## src/hw/gdt_pkg.sv

```systemverilog
package gdt_pkg;
    localparam int CLK_MHZ = 100;
    localparam int MIN_DEAD_NS = 40;
    localparam int MIN_DEAD_CYC = (MIN_DEAD_NS * CLK_MHZ + 999) / 1000;
    localparam int SUPPLY_WAIT_US = 20;
    localparam int SUPPLY_WAIT_CYC = SUPPLY_WAIT_US * CLK_MHZ;
    localparam logic [31:0] ADDR_CTRL = 32'h0000_0000;
    localparam logic [31:0] ADDR_DRIVE = 32'h0000_0004;
    localparam logic [31:0] ADDR_TIMING = 32'h0000_0008;
    localparam logic [31:0] ADDR_AMP = 32'h0000_000c;
    localparam logic [31:0] ADDR_STATUS = 32'h0000_0010;
    localparam logic [3:0] LEVEL_MAX = 4'hb;
    localparam logic [3:0] LEVEL_RST = 4'hb;
    localparam logic [7:0] WINDOW_RST = 8'h40;
    localparam logic [7:0] DEAD_RST = 8'h00;
    localparam logic [7:0] BLANK_RST = 8'h00;
    localparam int CTRL_CLR_BIT = 0;
    localparam int CTRL_MODE3_BIT = 1;
    typedef enum logic [1:0] {GAIN_10, GAIN_20, GAIN_40, GAIN_80} gdt_gain_t;
    typedef struct packed {
        logic [3:0] hs_src;
        logic [3:0] hs_snk;
        logic [3:0] ls_src;
        logic [3:0] ls_snk;
    } gdt_drive_t;
    typedef struct packed {
        logic       bias_quarter;
        logic [2:0] cal;
        gdt_gain_t  gain_c;
        gdt_gain_t  gain_b;
        gdt_gain_t  gain_a;
    } gdt_amp_t;
endpackage

```

## src/hw/gdt_top.sv

```systemverilog
// Register access over APB and the register offsets were left to the implementer.
module gdt_top
    import gdt_pkg::*;
#(
    parameter int SUPPLY_WAIT = SUPPLY_WAIT_CYC
) (
    // Clock and reset
    input  wire logic        i_ref_clk,
    input  wire logic        i_rst,
    // APB slave
    input  wire logic        psel,
    input  wire logic        penable,
    input  wire logic        pwrite,
    input  wire logic [31:0] paddr,
    input  wire logic [31:0] pwdata,
    output logic      [31:0] prdata,
    output logic             pready,
    output logic             pslverr,
    // Pins and analog monitors
    input  wire logic        i_gate_enable,
    input  wire logic        i_supply_uv,
    input  wire logic [2:0]  i_high_side_pwm_input,
    input  wire logic [2:0]  i_low_side_pwm_input,
    input  wire logic [2:0]  i_high_gate_reached,
    input  wire logic [2:0]  i_low_gate_reached,
    // Gate driver controls
    output logic             o_supply_enable,
    output logic [2:0]  o_high_gate_output,
    output logic [2:0]  o_low_gate_output,
    output logic [2:0]  o_strong_current,
    output logic [2:0]  o_gate_hiz,
    output gdt_drive_t  o_drive_level,
    output gdt_amp_t    o_amp_ctrl,
    output logic        o_amp_blank,
    output logic        o_fault
);
    // Synchronise asynchronous pins.
    logic [13:0] sync1, sync2;
    always_ff @(posedge i_ref_clk) begin
        if (i_rst) begin
            sync1 <= '0;
            sync2 <= '0;
        end else begin
            sync1 <= {i_gate_enable, i_supply_uv, i_high_side_pwm_input, i_low_side_pwm_input,
                      i_high_gate_reached, i_low_gate_reached};
            sync2 <= sync1;
        end
    end
    logic en_s, uv_s;
    logic [2:0] inh_s, inl_s, hr_s, lr_s;
    assign {en_s, uv_s, inh_s, inl_s, hr_s, lr_s} = sync2;

    // Registers.
    logic       mode3, supply_ok, uv_flag;
    logic [2:0] gd_fault;
    logic [7:0] window, dead, blank;
    gdt_drive_t drive;
    gdt_amp_t   amp;
    logic [31:0] sup_cnt;
    logic        next_mode3, next_supply_ok, next_uv_flag;
    logic [2:0]  next_gd_fault, fault_set;
    logic [7:0]  next_window, next_dead, next_blank;
    gdt_drive_t  next_drive;
    gdt_amp_t    next_amp;
    logic [31:0] next_sup_cnt, next_prdata;
    logic        wr, rd, clr;

    assign wr = psel && penable && pwrite;
    assign rd = psel && !penable && !pwrite;
    assign clr = wr && paddr == ADDR_CTRL && pwdata[CTRL_CLR_BIT];
    assign pready = 1'b1;

    function automatic logic [3:0] lvl(input logic [3:0] v);
        lvl = (v > LEVEL_MAX) ? LEVEL_MAX : v;
    endfunction

    always_comb begin
        next_mode3 = mode3;
        next_drive = drive;
        next_window = window;
        next_dead = dead;
        next_blank = blank;
        next_amp = amp;
        next_prdata = prdata;
        if (wr) begin
            case (paddr)
                ADDR_CTRL: next_mode3 = pwdata[CTRL_MODE3_BIT];
                ADDR_DRIVE: next_drive = {lvl(pwdata[15:12]), lvl(pwdata[11:8]),
                                          lvl(pwdata[7:4]), lvl(pwdata[3:0])};
                ADDR_TIMING: begin
                    next_window = pwdata[7:0];
                    next_dead = pwdata[15:8];
                    next_blank = pwdata[23:16];
                end
                ADDR_AMP: next_amp = gdt_amp_t'(pwdata[9:0]);
                default: ;
            endcase
        end
        if (rd) begin
            case (paddr)
                ADDR_CTRL: next_prdata = {30'h0, mode3, 1'b0};
                ADDR_DRIVE: next_prdata = {16'h0, drive};
                ADDR_TIMING: next_prdata = {8'h0, blank, dead, window};
                ADDR_AMP: next_prdata = {22'h0, amp};
                ADDR_STATUS: next_prdata = {26'h0, o_amp_blank, supply_ok, uv_flag, gd_fault};
                default: next_prdata = 32'h0;
            endcase
        end
    end
    logic addr_hit;
    always_comb begin
        case (paddr)
            ADDR_CTRL,
            ADDR_DRIVE,
            ADDR_TIMING,
            ADDR_AMP,
            ADDR_STATUS: addr_hit = 1'b1;
            default: addr_hit = 1'b0;
        endcase
    end
    // Unmapped addresses answer with an error in the access phase and read as zero.
    assign pslverr = psel && penable && !addr_hit;

    // Supply sequencing and protection.
    always_comb begin
        next_sup_cnt = sup_cnt;
        next_supply_ok = supply_ok;
        if (!en_s) begin
            next_sup_cnt = 32'h0;
            next_supply_ok = 1'b0;
        end else if (sup_cnt < 32'(SUPPLY_WAIT)) begin
            next_sup_cnt = sup_cnt + 32'h1;
        end else begin
            next_supply_ok = 1'b1;
        end
        // A new event in the same cycle as a clear wins, so no fault is lost.
        next_uv_flag = (uv_flag && !clr) || (supply_ok && uv_s);
        // Dropping the enable also clears a latched gate fault.
        next_gd_fault = (gd_fault & {3{!clr && en_s}}) | fault_set;
    end

    // Any latched fault, or a supply that is not yet good, stops all phases.
    logic halt;
    assign halt = !supply_ok || uv_flag || (|gd_fault);

    // Per-phase sequencer.
    logic [2:0] edge_any;
    genvar p;
    generate
        for (p = 0; p < 3; p++) begin : g_phase
            typedef enum logic [2:0] {S_OFF, S_WAIT_OFF, S_DEAD, S_DRIVE, S_HOLD} st_t;
            st_t        st, next_st;
            logic [1:0] tgt, next_tgt;
            logic [1:0] out, next_out;
            logic [8:0] cnt, next_cnt;
            logic [1:0] cmd, cmd_q;
            logic       reached;
            logic       outgoing_off;
            // Three-input mode drives the low side as the complement of the high input.
            // In six-input mode both inputs high, like both low, turns the phase off.
            always_comb begin
                if (mode3) begin
                    cmd = {inh_s[p], !inh_s[p]};
                end else begin
                    case ({inh_s[p], inl_s[p]})
                        2'b10: cmd = 2'b10;
                        2'b01: cmd = 2'b01;
                        default: cmd = 2'b00;
                    endcase
                end
            end
            // The target is reached when both gate monitors agree with the commanded pair.
            always_comb begin
                reached = 1'b1;
                if (hr_s[p] != tgt[1]) reached = 1'b0;
                if (lr_s[p] != tgt[0]) reached = 1'b0;
            end
            // The side being released must report off before the other side may rise.
            assign outgoing_off = (out & ~tgt) == 2'b00 && (tgt[1] ? !lr_s[p] : !hr_s[p]);
            always_comb begin
                next_st = st;
                next_tgt = tgt;
                next_out = out;
                next_cnt = (cnt != 9'h0) ? cnt - 9'h1 : cnt;
                fault_set[p] = 1'b0;
                if (halt) begin
                    next_st = S_OFF;
                    next_out = 2'b00;
                    next_tgt = 2'b00;
                end else if (cmd != cmd_q || (st == S_OFF && cmd != 2'b00)) begin
                    // A new command reloads the counter with the full window; the outgoing
                    // gate is dropped at once and the incoming one waits.
                    next_tgt = cmd;
                    next_out = out & cmd;
                    next_cnt = {1'b0, window};
                    next_st = (cmd & ~out) != 2'b00 ? S_WAIT_OFF : S_DRIVE;
                end else begin
                    case (st)
                        S_WAIT_OFF: if (reached || outgoing_off) begin
                            next_st = S_DEAD;
                            next_cnt = 9'(MIN_DEAD_CYC) + {1'b0, dead};
                        end
                        S_DEAD: if (cnt == 9'h0) begin
                            next_out = tgt;
                            next_st = S_DRIVE;
                            next_cnt = {1'b0, window};
                        end
                        // At the end of the window the gate must have settled, or the phase trips.
                        S_DRIVE: if (cnt == 9'h0) begin
                            if (reached) next_st = S_HOLD;
                            else begin
                                fault_set[p] = 1'b1;
                                next_st = S_OFF;
                            end
                        end
                        default: ;
                    endcase
                end
            end
            always_ff @(posedge i_ref_clk) begin
                if (i_rst) begin
                    st <= S_OFF;
                    tgt <= 2'b00;
                    out <= 2'b00;
                    cnt <= 9'h0;
                    cmd_q <= 2'b00;
                end else begin
                    st <= next_st;
                    tgt <= next_tgt;
                    out <= next_out;
                    cnt <= next_cnt;
                    cmd_q <= cmd;
                end
            end
            assign o_high_gate_output[p] = out[1];
            assign o_low_gate_output[p] = out[0];
            assign o_strong_current[p] = (st == S_DRIVE);
            assign o_gate_hiz[p] = gd_fault[p] || halt;
            assign edge_any[p] = (next_out != out);
        end
    endgenerate

    // Shared amplifier blanking.
    logic [7:0] blk_cnt, next_blk_cnt;
    // Every gate edge of any phase reloads the one shared counter, so a
    // burst of edges keeps the amplifiers blanked until the last one settles.
    always_comb begin
        if (|edge_any) begin
            next_blk_cnt = blank;
        end else if (blk_cnt != 8'h0) begin
            next_blk_cnt = blk_cnt - 8'h1;
        end else begin
            next_blk_cnt = 8'h0;
        end
    end
    assign o_amp_blank = (blk_cnt != 8'h0);

    always_ff @(posedge i_ref_clk) begin
        if (i_rst) begin
            mode3 <= 1'b0;
            drive <= {LEVEL_RST, LEVEL_RST, LEVEL_RST, LEVEL_RST};
            window <= WINDOW_RST;
            dead <= DEAD_RST;
            blank <= BLANK_RST;
            amp <= '0;
            prdata <= 32'h0;
            sup_cnt <= 32'h0;
            supply_ok <= 1'b0;
            uv_flag <= 1'b0;
            gd_fault <= 3'h0;
            blk_cnt <= 8'h0;
        end else begin
            mode3 <= next_mode3;
            drive <= next_drive;
            window <= next_window;
            dead <= next_dead;
            blank <= next_blank;
            amp <= next_amp;
            prdata <= next_prdata;
            sup_cnt <= next_sup_cnt;
            supply_ok <= next_supply_ok;
            uv_flag <= next_uv_flag;
            gd_fault <= next_gd_fault;
            blk_cnt <= next_blk_cnt;
        end
    end
    // The low-side supply follows the synchronised enable directly.
    assign o_supply_enable = en_s;
    assign o_drive_level = drive;
    assign o_amp_ctrl = amp;
    assign o_fault = uv_flag || (|gd_fault);
endmodule // gdt_top

```

## config.mk

```make
export PLATFORM = sky130hd
export DESIGN_NAME = gdt_top
export DESIGN_NICKNAME = d
export VERILOG_FILES = /design/src/hw/gdt_pkg.sv /design/src/hw/gdt_top.sv
export SDC_FILE = /design/constraint.sdc
export NUM_CORES = 1
export LEC_CHECK = 0
export ABC_AREA = 1
export BUFFER_PORTS_ARGS = -buffer_cell sky130_fd_sc_hd__buf_4
export CORE_MARGIN = 4
export CORE_UTILIZATION = 51
export CTS_CLUSTER_SIZE = 14
export DETAILED_ROUTE_END_ITERATION = 7
export PLACE_DENSITY = 0.83
export SLEW_MARGIN = 5
export SYNTH_ARGS = -nofsm -noshare
export SYNTH_HDL_FRONTEND = slang
export SYNTH_SLANG_ARGS = --single-unit
```

## constraint.sdc

```tcl
create_clock -name i_ref_clk -period 1.9 [get_ports i_ref_clk]
set_input_delay 0.38 -clock i_ref_clk [delete_from_list [all_inputs] [get_ports i_ref_clk]]
set_output_delay 0.38 -clock i_ref_clk [all_outputs]
set_load 0.05 [all_outputs]
```

After elaboration in Yosys (flattened, before gate mapping)
Index checks and enable logic that the tools add are counted.

storage, ports and cells
  bits in registers = 210
  input port bits = 83
  output and inout port bits = 75
  word-level logic and storage cells = 272

operators by class
  add/sub/neg operators = 6
  magnitude comparators = 5
  equal/unequal tests = 40
  mux-type cells = 89
  bitwise gates (word level) = 18
  reduce and logical (&&, ||, !) cells = 78

operators with widths
  kind                   count
  $mux 9                 15
  $pmux 24 s5            1
  $eq 32x4->1 const B    2
  $pmux 9 s2             3
  $mux 3                 15
  $mux 2                 18
  $add 32x1->32 const B  1
  $eq 32x3->1 const B    1
  $eq 32x5->1 const B    1
  $logic_not 32->1       1
  $lt 32x11->1 const B   1
  $logic_not 9->1        3
  $pmux 3 s3             3
  $reduce_bool 9->1      3
  $sub 9x1->9 const B    3
  $mux 1                 25
  $and 2x2->2            9
  $eq 3x2->1 const B     6
  $ne 3x3->1 const B     6
  $gt 4x4->1 const B     4
  $logic_and 1x1->1      16
  $mux 4                 4
  $mux 8                 2
  $logic_not 1->1        14
  24 further kinds       79

Longest topological paths before layout
Gate-level depths: netlist of the first run.

  depth in word-level cells = 11
  gate-level depth with buffers = 18
  depth with buffers taken out = 18

Worst setup path after synthesis of the first run
Ideal clock, no wire load.

  path type = input port to output port
  start point = in paddr[7]
  end point = out pslverr
  arrival = 3.311 ns
  data required time = 1.520 ns
  slack = -1.791 ns
  stages on the path = 7
  buffers on the path = 0
  cell sequence = or2_1 nor2_1 nand2_1 inv_1 nand3_1 inv_1 a2111oi_0

between the ends
  longest elaborated chain between the ends = 5
  elaborated cells between the ends (all ways) = 9
  those cells by class = 4 x eq/ne; 1 x mux; 4 x reduce/logical

RTL lines
  item                                 RTL line        source
  start, declared                      gdt_top.sv:14   input wire logic [31:0] paddr,
  $eq 32x3->1 (tied with other cells)  gdt_top.sv:112  case (paddr)
  $reduce_or 5->1 *                    gdt_top.sv:112
  $mux 1 *                             gdt_top.sv:112
  $logic_not 1->1 *                    gdt_top.sv:122  assign pslverr = psel && penable && !addr_hit;
  $logic_and 1x1->1 *                  gdt_top.sv:122
  end, declared                        gdt_top.sv:18   output logic pslverr,

Mark *: on every way between the ends. The rest lies on a longest branch, timed or not.

Final worst setup path of the first run
  start point = reg mode3
  end point = reg blk_cnt[0]

between the ends
  longest elaborated chain between the ends = 9
  elaborated cells between the ends (all ways) = 29
  those cells by class = 6 x eq/ne; 10 x mux; 3 x bitwise; 10 x reduce/logical

RTL lines
  item                    RTL line        source
  start, declared         gdt_top.sv:54   logic mode3, supply_ok, uv_flag;
  start signal, assigned  gdt_top.sv:273  mode3 <= next_mode3;
  $mux 2                  gdt_top.sv:162  if (mode3) begin
  $reduce_bool 2->1       gdt_top.sv:190  end else if (cmd != cmd_q || (st == S_OFF && cmd != 2'b00)) begin
  $logic_and 1x1->1       gdt_top.sv:190
  $logic_or 1x1->1        gdt_top.sv:190
  $mux 2                  gdt_top.sv:190
  $mux 2                  gdt_top.sv:186  if (halt) begin
  $ne 2x2->1              gdt_top.sv:239  assign edge_any[p] = (next_out != out);
  $reduce_or 3->1 *       gdt_top.sv:248  if (|edge_any) begin
  $mux 8 *                gdt_top.sv:248
  end signal, assigned    gdt_top.sv:284  blk_cnt <= next_blk_cnt;
  end, declared           gdt_top.sv:244  logic [7:0] blk_cnt, next_blk_cnt;

Marks and branches as above.
A chain may end at the register's enable or synchronous reset.

==> metrics, run 1 <==
number of CTS-inserted buffers 21; Area Growth Syn to Fin 42.94%; first-pass GRT wire length 46590 microns; status complete, but fails checks; fin crit period 2.220 ns; grt ovf 0; Initial Util 52.61%; Skew-Pair Late Insertion Delay 0.50 ns; clk root buf clkbuf_16; Synth Area in XOR/XNOR under 10%; DRC 0; Die H about 150 microns; DR WL/cell 16.43 microns; TritonCTS clock tree yes; number of DRC markers in iteration 0 844; sequential-to-total area share from yosys stat 42.21%; Mapped Cells between 1000 and 1500; Via-to-Cell Ratio 5.561; Worst Hold Depth 3; Core ar. 18210 sq um; Syn Area/Cell 7.081 sq um; GRT Overall Usage 25.65%; Peak VDD IR 604.4 uV; Post-Synth Simple-Gate Area 29.18%; commonest cells in the netlist nand2_1 (276), dfxtp_1 (202), nor2_1 (194), inv_1 (188), a21oi_1 (82); top-area cell type share of the netlist area between 40 and 50%; Worst Hold End sync1[11]; worst setup margin -0.3196 ns; startpoint types flip-flop; r2r worst-path depth 18; Reg2Reg Launch Point mode3; row cnt 49; top area cells in the synthesized netlist dfxtp_1 (42%), nand2_1 (11%), nor2_1 (7.6%); largest family of logic cells by synthesized area simple AND/OR/NAND/NOR gates; Worst Min Path Start i_high_side_pwm_input[2]; CP Class flip-flop to flip-flop; most frequent cell after synthesis nand2_1; setup slack, reg-to-reg -0.32 ns; initial antenna violation count 0; hpwl dp 19430 microns; Placed Cells 1819; Die X roughly 150 microns; mux contribution to synthesized area 0%; vias in the first global route just over 10000; CP endpoint kind flip-flop; Clock Tree Buf Depth 3; GPL Wtd Cong 0.8923; adder-cell share of the synthesized area 0.7836%; compound-cell area share of the yosys netlist 15.27%; number of synthesized register bits 202; fmax 450.5 MHz; number of hold violations in the final report 0; hold buffers post-CTS 0; final worst-path cycle share 116.8%; Post-Route WL 31410 microns; total leakage power ~6.0 nW; largest net degree at the start of global routing 43; H-tree levels 1; MaxCap Viol Count 0; WP data required 2.28 ns; ys async rst share 0%; Final ANT Viol Nets 0; worst clock skew 0.01112 ns; Worst Hold Class input pin to flip-flop; Inserted Diodes 0; CP arrival about 2.6 ns; Slew Limit Fails 0; share of post-route cells with drive strength above 1 32.32%; Cell Pwr Density 948.7 nW/um^2; YS warnings 0; I/O pin total 158; FF-to-FF End blk_cnt[0]; Worst-path clk slew 0.06 ns; first drt pass iteration count 6; RSZ-0062 raised after global routing yes; violated checks negative setup slack; fin cells about 1900; Post-synth top flop dfxtp_1; port bufs between 100 and 150; critical path peak fanout 6; layout net count 1761; setup TNS -3.080 ns; Final setup viols 29; total power 0.01299 W; clock sink count 202; largest area contributor in the netlist dfxtp_1; Post-synth EDFFs 0; vias 10630; die area between 20000 and 25000 sq um; Yosys cell types 54; Synth Cell Area 9580 sq um
-- logic make-up (layout without fill, tap and decap cells) --
kind of cell,after synthesis,after routing
and+or+nand+nor,629,630
buffers and inverters,246,568
AOI/OAI and AO/OA,244,244
DFF,202,202
xor gates and xnor gates,24,24
adders and majority gates,6,6
other,2,9
-- through the flow --
stage	util, %	hold slack, ns	area (sq um)	setup WS (ns)
floorplan	-	0.3883	9656	-0.1218
global placement	65.12	0.3890	11860	-0.2165
detailed placement	65.12	0.3941	11860	-0.2970
CTS	72.03	0.07908	13120	-0.2231
global route	75.21	0.08589	13690	-0.4527
finish	75.21	0.08440	13690	-0.3196
-- sequential cells by signal, indices dropped and copies added, names as in the netlist --
signal / cells
blank: 8
blk_cnt: 8
dead: 8
g_phase.cmd_q: 6
g_phase.cnt: 27
g_phase.out: 6
g_phase.st: 9
g_phase.tgt: 6
gd_fault: 3
mode3: 1
o_amp_ctrl: 10
o_drive_level: 16
prdata: 24
sup_cnt: 32
supply_ok: 1
sync1: 14
sync2: 14
uv_flag: 1
window: 8
-- area by class of cell --
cell class / instances / area [sq um]
fill: 1183 / 4514
tap: 229 / 286.5
timing repair buffer: 336 / 2749
sequential: 202 / 4063
clock buffer: 31 / 583.1
inverter: 198 / 767.0
multi-input combinational: 913 / 5181
clock inverter: 3 / 65.06
-- worst max-delay path, cell delays in order (launching register included) --
cell,delay (ns)
dfxtp_4,0.41
inv_8,0.07
buf_4,0.15
nand2_4,0.06
nand2_4,0.07
clkinv_2,0.06
nand2_2,0.04
nand2_2,0.09
nand2_2,0.08
nor2_4,0.11
nand3_1,0.08
nand2_1,0.08
nand2_1,0.06
nand2_1,0.07
nand2_2,0.09
nor2_8,0.20
nand3_4,0.14
nor2_1,0.18
nor2_2,0.07
-- timing repair --
action | 4_1_cts | 5_1_grt
buffers inserted | 43 | 22
resized for setup | 81 | 123
gates cloned | 2 | 0
hold endpoints to repair | 0 | 0
endpoints found under the setup margin | 39 | 54
pin swaps | 30 | 55
-- layer usage --
metal / global-route usage (%) / wire length [microns]
met2: 45.12 / 15170
met4: 10.68 / 1708
met5: 0 / 0
met1: 30.64 / 11860
met3: 5.207 / 2660
-- where the power goes --
| group | leakage (nW) | internal, W | switching (W) |
|---|---|---|---|
| logic | 4.04 | 0.00207 | 0.00220 |
| registers | 1.64 | 0.00451 | 0.000227 |
| clock network | 0.315 | 0.00238 | 0.00161 |
-- layout by cell type, fill, tap and decap left out, types with 7 or more instances in the layout --
| cell type | synthesis | routed |
|---|---|---|
| dfxtp_2 | 0 | 12 |
| nand4_1 | 20 | 20 |
| nor2_2 | 2 | 20 |
| nor2_1 | 194 | 163 |
| inv_2 | 6 | 23 |
| clkbuf_16 | 0 | 21 |
| o22ai_1 | 24 | 24 |
| nor2_4 | 4 | 17 |
| buf_4 | 10 | 301 |
| nand3_2 | 5 | 13 |
| o211ai_1 | 20 | 20 |
| clkbuf_1 | 26 | 8 |
| a21oi_1 | 82 | 81 |
| inv_1 | 188 | 167 |
| nand3_1 | 67 | 56 |
| buf_12 | 0 | 8 |
| nor3_1 | 18 | 13 |
| nand2_4 | 2 | 8 |
| nand2_2 | 17 | 36 |
| conb_1 | 2 | 9 |
| buf_6 | 1 | 25 |
| o21ai_0 | 60 | 50 |
| dfxtp_1 | 202 | 189 |
| a211oi_1 | 19 | 19 |
| o31ai_1 | 10 | 7 |
| nand2_1 | 276 | 250 |
| xor2_1 | 19 | 19 |
-- how the worst max path moves through the flow --
stage          depth (start not counted)          to         startpoint
2_1_floorplan                         16  blk_cnt[0]  g_phase[2].cnt[0]
3_3_place_gp                          11   window[7]          paddr[17]
3_5_place_dp                          18  blk_cnt[0]              mode3
4_1_cts                               17  blk_cnt[0]  g_phase[2].cnt[0]
5_1_grt                               16  blk_cnt[0]  g_phase[1].cnt[0]
6_report                              18  blk_cnt[0]              mode3
No activity file was read; power rests on OpenSTA's default activity.
==> run 2, diff against run 1 <==
--- a/config.mk
+++ b/config.mk
@@ -11,6 +11,7 @@
 export CORE_UTILIZATION = 51
 export CTS_CLUSTER_SIZE = 14
 export DETAILED_ROUTE_END_ITERATION = 7
+export MAX_ROUTING_LAYER = met4
 export PLACE_DENSITY = 0.83
 export SLEW_MARGIN = 5
 export SYNTH_ARGS = -nofsm -noshare
==> metrics, run 2 (synthesized netlist as in run 1, its figures left out) <==
total leakage power about 6 nW; cell at the slowest stage of the critical path o21ai_0; share of post-route cells with drive strength above 1 30.65%; die area 21040 sq um; Finished Core Util 73.68%; biggest regs sup_cnt x32, g_phase.cnt x27, prdata x24; setup TNS -2.885 ns; GRT Overall Usage ~26%; CP arrival 2.63 ns; largest register by flop count sup_cnt; Die X around 150 microns; number of CTS-inserted buffers 21; TritonCTS clock tree yes; Pint 0.008530 W; filler instances 1236; worst clock skew 0.01306 ns; worst hold margin 0.08458 ns; worst path cell trace inv_2 > ha_4 > nor3b_4 > nand2_2 > nor2_4 > buf_4 > o21ai_0 > a21oi_1 > nor3_1 > o221ai_1 > o211ai_1 > inv_1; row cnt 49; Peak VDD IR 747.3 uV; critical path peak fanout 7; Clock Tree Buf Depth 3; Register Area around 4100 sq um; fin cells 1880; number of hold violations in the final report 0; hold buffers post-CTS 0; largest net degree at the start of global routing 64; vias about 10000; DR WL met2 14040 microns; Die H around 150 microns; Worst Hold Class input pin to flip-flop; Via-to-Cell Ratio 5.475; Cell Pwr Density 920.9 nW/um^2; H-tree levels 1; part of the power in registers 38.1%; fin crit period 2.244 ns; grt ovf 0; initial antenna violation count 0; P_sw ~0.0038 W; final worst-path cycle share 118.1%; RSZ-0062 raised after global routing yes; Net Sw Frac 30.96%; clk root buf clkbuf_16; Skew-Pair Late Insertion Delay 0.50 ns; DRT met1 WL ~11000 microns; CP max stage delay approximately 0.40 ns; Inserted Diodes 0; CP Class flip-flop to flip-flop; status complete, but fails checks; clock sink count 202; Area Growth Syn to Fin 40.04%; MaxCap Viol Count 0; fmax 445.6 MHz; port bufs between 100 and 150; CP endpoint kind flip-flop; max FFs per register 32; first drt pass iteration count 8; most common cell after layout, fill and taps aside buf_4; Final setup viols 11; first-pass GRT wire length around 45000 microns; Worst-path clk slew 0.06 ns; DR WL/cell 15.51 microns; worst setup margin -0.3439 ns; Initial Util 52.61%; area of the multi-input gates 5169 sq um; Placed Cells 1818; Clk network pwr share 31.9%; GPL Wtd Cong slightly above 0.9; Post-Route WL 29160 microns; number of DRC markers in iteration 0 approximately 900; hpwl dp 19300 microns; pre-CTS setup slack -0.2773 ns; max layer used met4; WP data required 2.28 ns; I/O pin total 158; violated checks negative setup slack; most frequent cells in the layout buf_4 (276), nand2_1 (250), dfxtp_1 (193); WL met3 ~2400 microns; startpoint types flip-flop; Slew Limit Fails 0; DRC 0; vias in the first global route 9694; Final ANT Viol Nets 0; Core ar. 18210 sq um; layout net count 1729; Comb pwr share a little under a third
-- run 2: cell count changes in the layout (fill, tap and decap cells not counted), sizes merged --
cell,change
buf,-32
clkbuf,-5
clkinv,+3
clkinvlp,+1
inv,+1
-- run 2: final timing paths --
| check | end | slack [ns] | from | depth (start not counted) |
|---|---|---|---|---|
| max | g_phase[2].cnt[0] | -0.34 | g_phase[2].cnt[0] | 12 |
| min | sync1[13] | 0.08 | i_gate_enable | 3 |
| max reg2reg | g_phase[2].cnt[0] | -0.34 | g_phase[2].cnt[0] | 12 |
| min reg2reg | sync2[9] | 0.40 | sync1[9] | 2 |
-- run 2: layout make-up --
cell class	instances	share of cell area, %
clock buffer	26	4.057
clock inverter	8	0.7181
inverter	198	5.735
multi-input combinational	913	38.52
sequential	202	30.26
tap	229	2.136
timing repair buffer	304	18.57
-- run 2: routing by layer --
metal | GRT usage, % | up-vias
li1 | - | 4951
met1 | 30.73 | 4691
met2 | 43.10 | 527
met3 | 4.365 | 124
met4 | 10.54 | 0
met5 | - | -
-- run 2: power by group through the flow --
stage / sequential (W) / combinational [W] / clock [W]
4_1_cts: 0.00466 / 0.00327 / 0.00398
5_1_grt: 0.00473 / 0.00401 / 0.00416
2_1_floorplan: 0.00473 / 0.00177 / 0
3_3_place_gp: 0.00473 / 0.00283 / 0
6_report: 0.00471 / 0.00370 / 0.00394
3_5_place_dp: 0.00473 / 0.00294 / 0
-- run 2: timing repair --
| item | in CTS | in global routing |
|---|---|---|
| gates cloned | 2 | 0 |
| setup buffers | 24 | 9 |
| resized for setup | 85 | 104 |
| pin swaps | 30 | 44 |
| endpoints found under the setup margin | 38 | 51 |
-- run 2: stage by stage --
stage / power (W) / cell area, sq um
finish: 0.01235 / 13420
global route: 0.01290 / 13420
CTS: 0.01191 / 13000
detailed placement: 0.007674 / 11860
global placement: 0.007552 / 11860
floorplan: 0.006503 / 9656
-- run 2: critical path, delay by kind of cell (launching register included) --
family | cells | cell delay [ns]
AO/OA/AOI/OAI | 4 | 0.79
adder cells (fa/ha/maj) | 1 | 0.15
buffers and inverters | 3 | 0.29
flip-flops | 1 | 0.33
AND/OR/NAND/NOR | 4 | 0.56
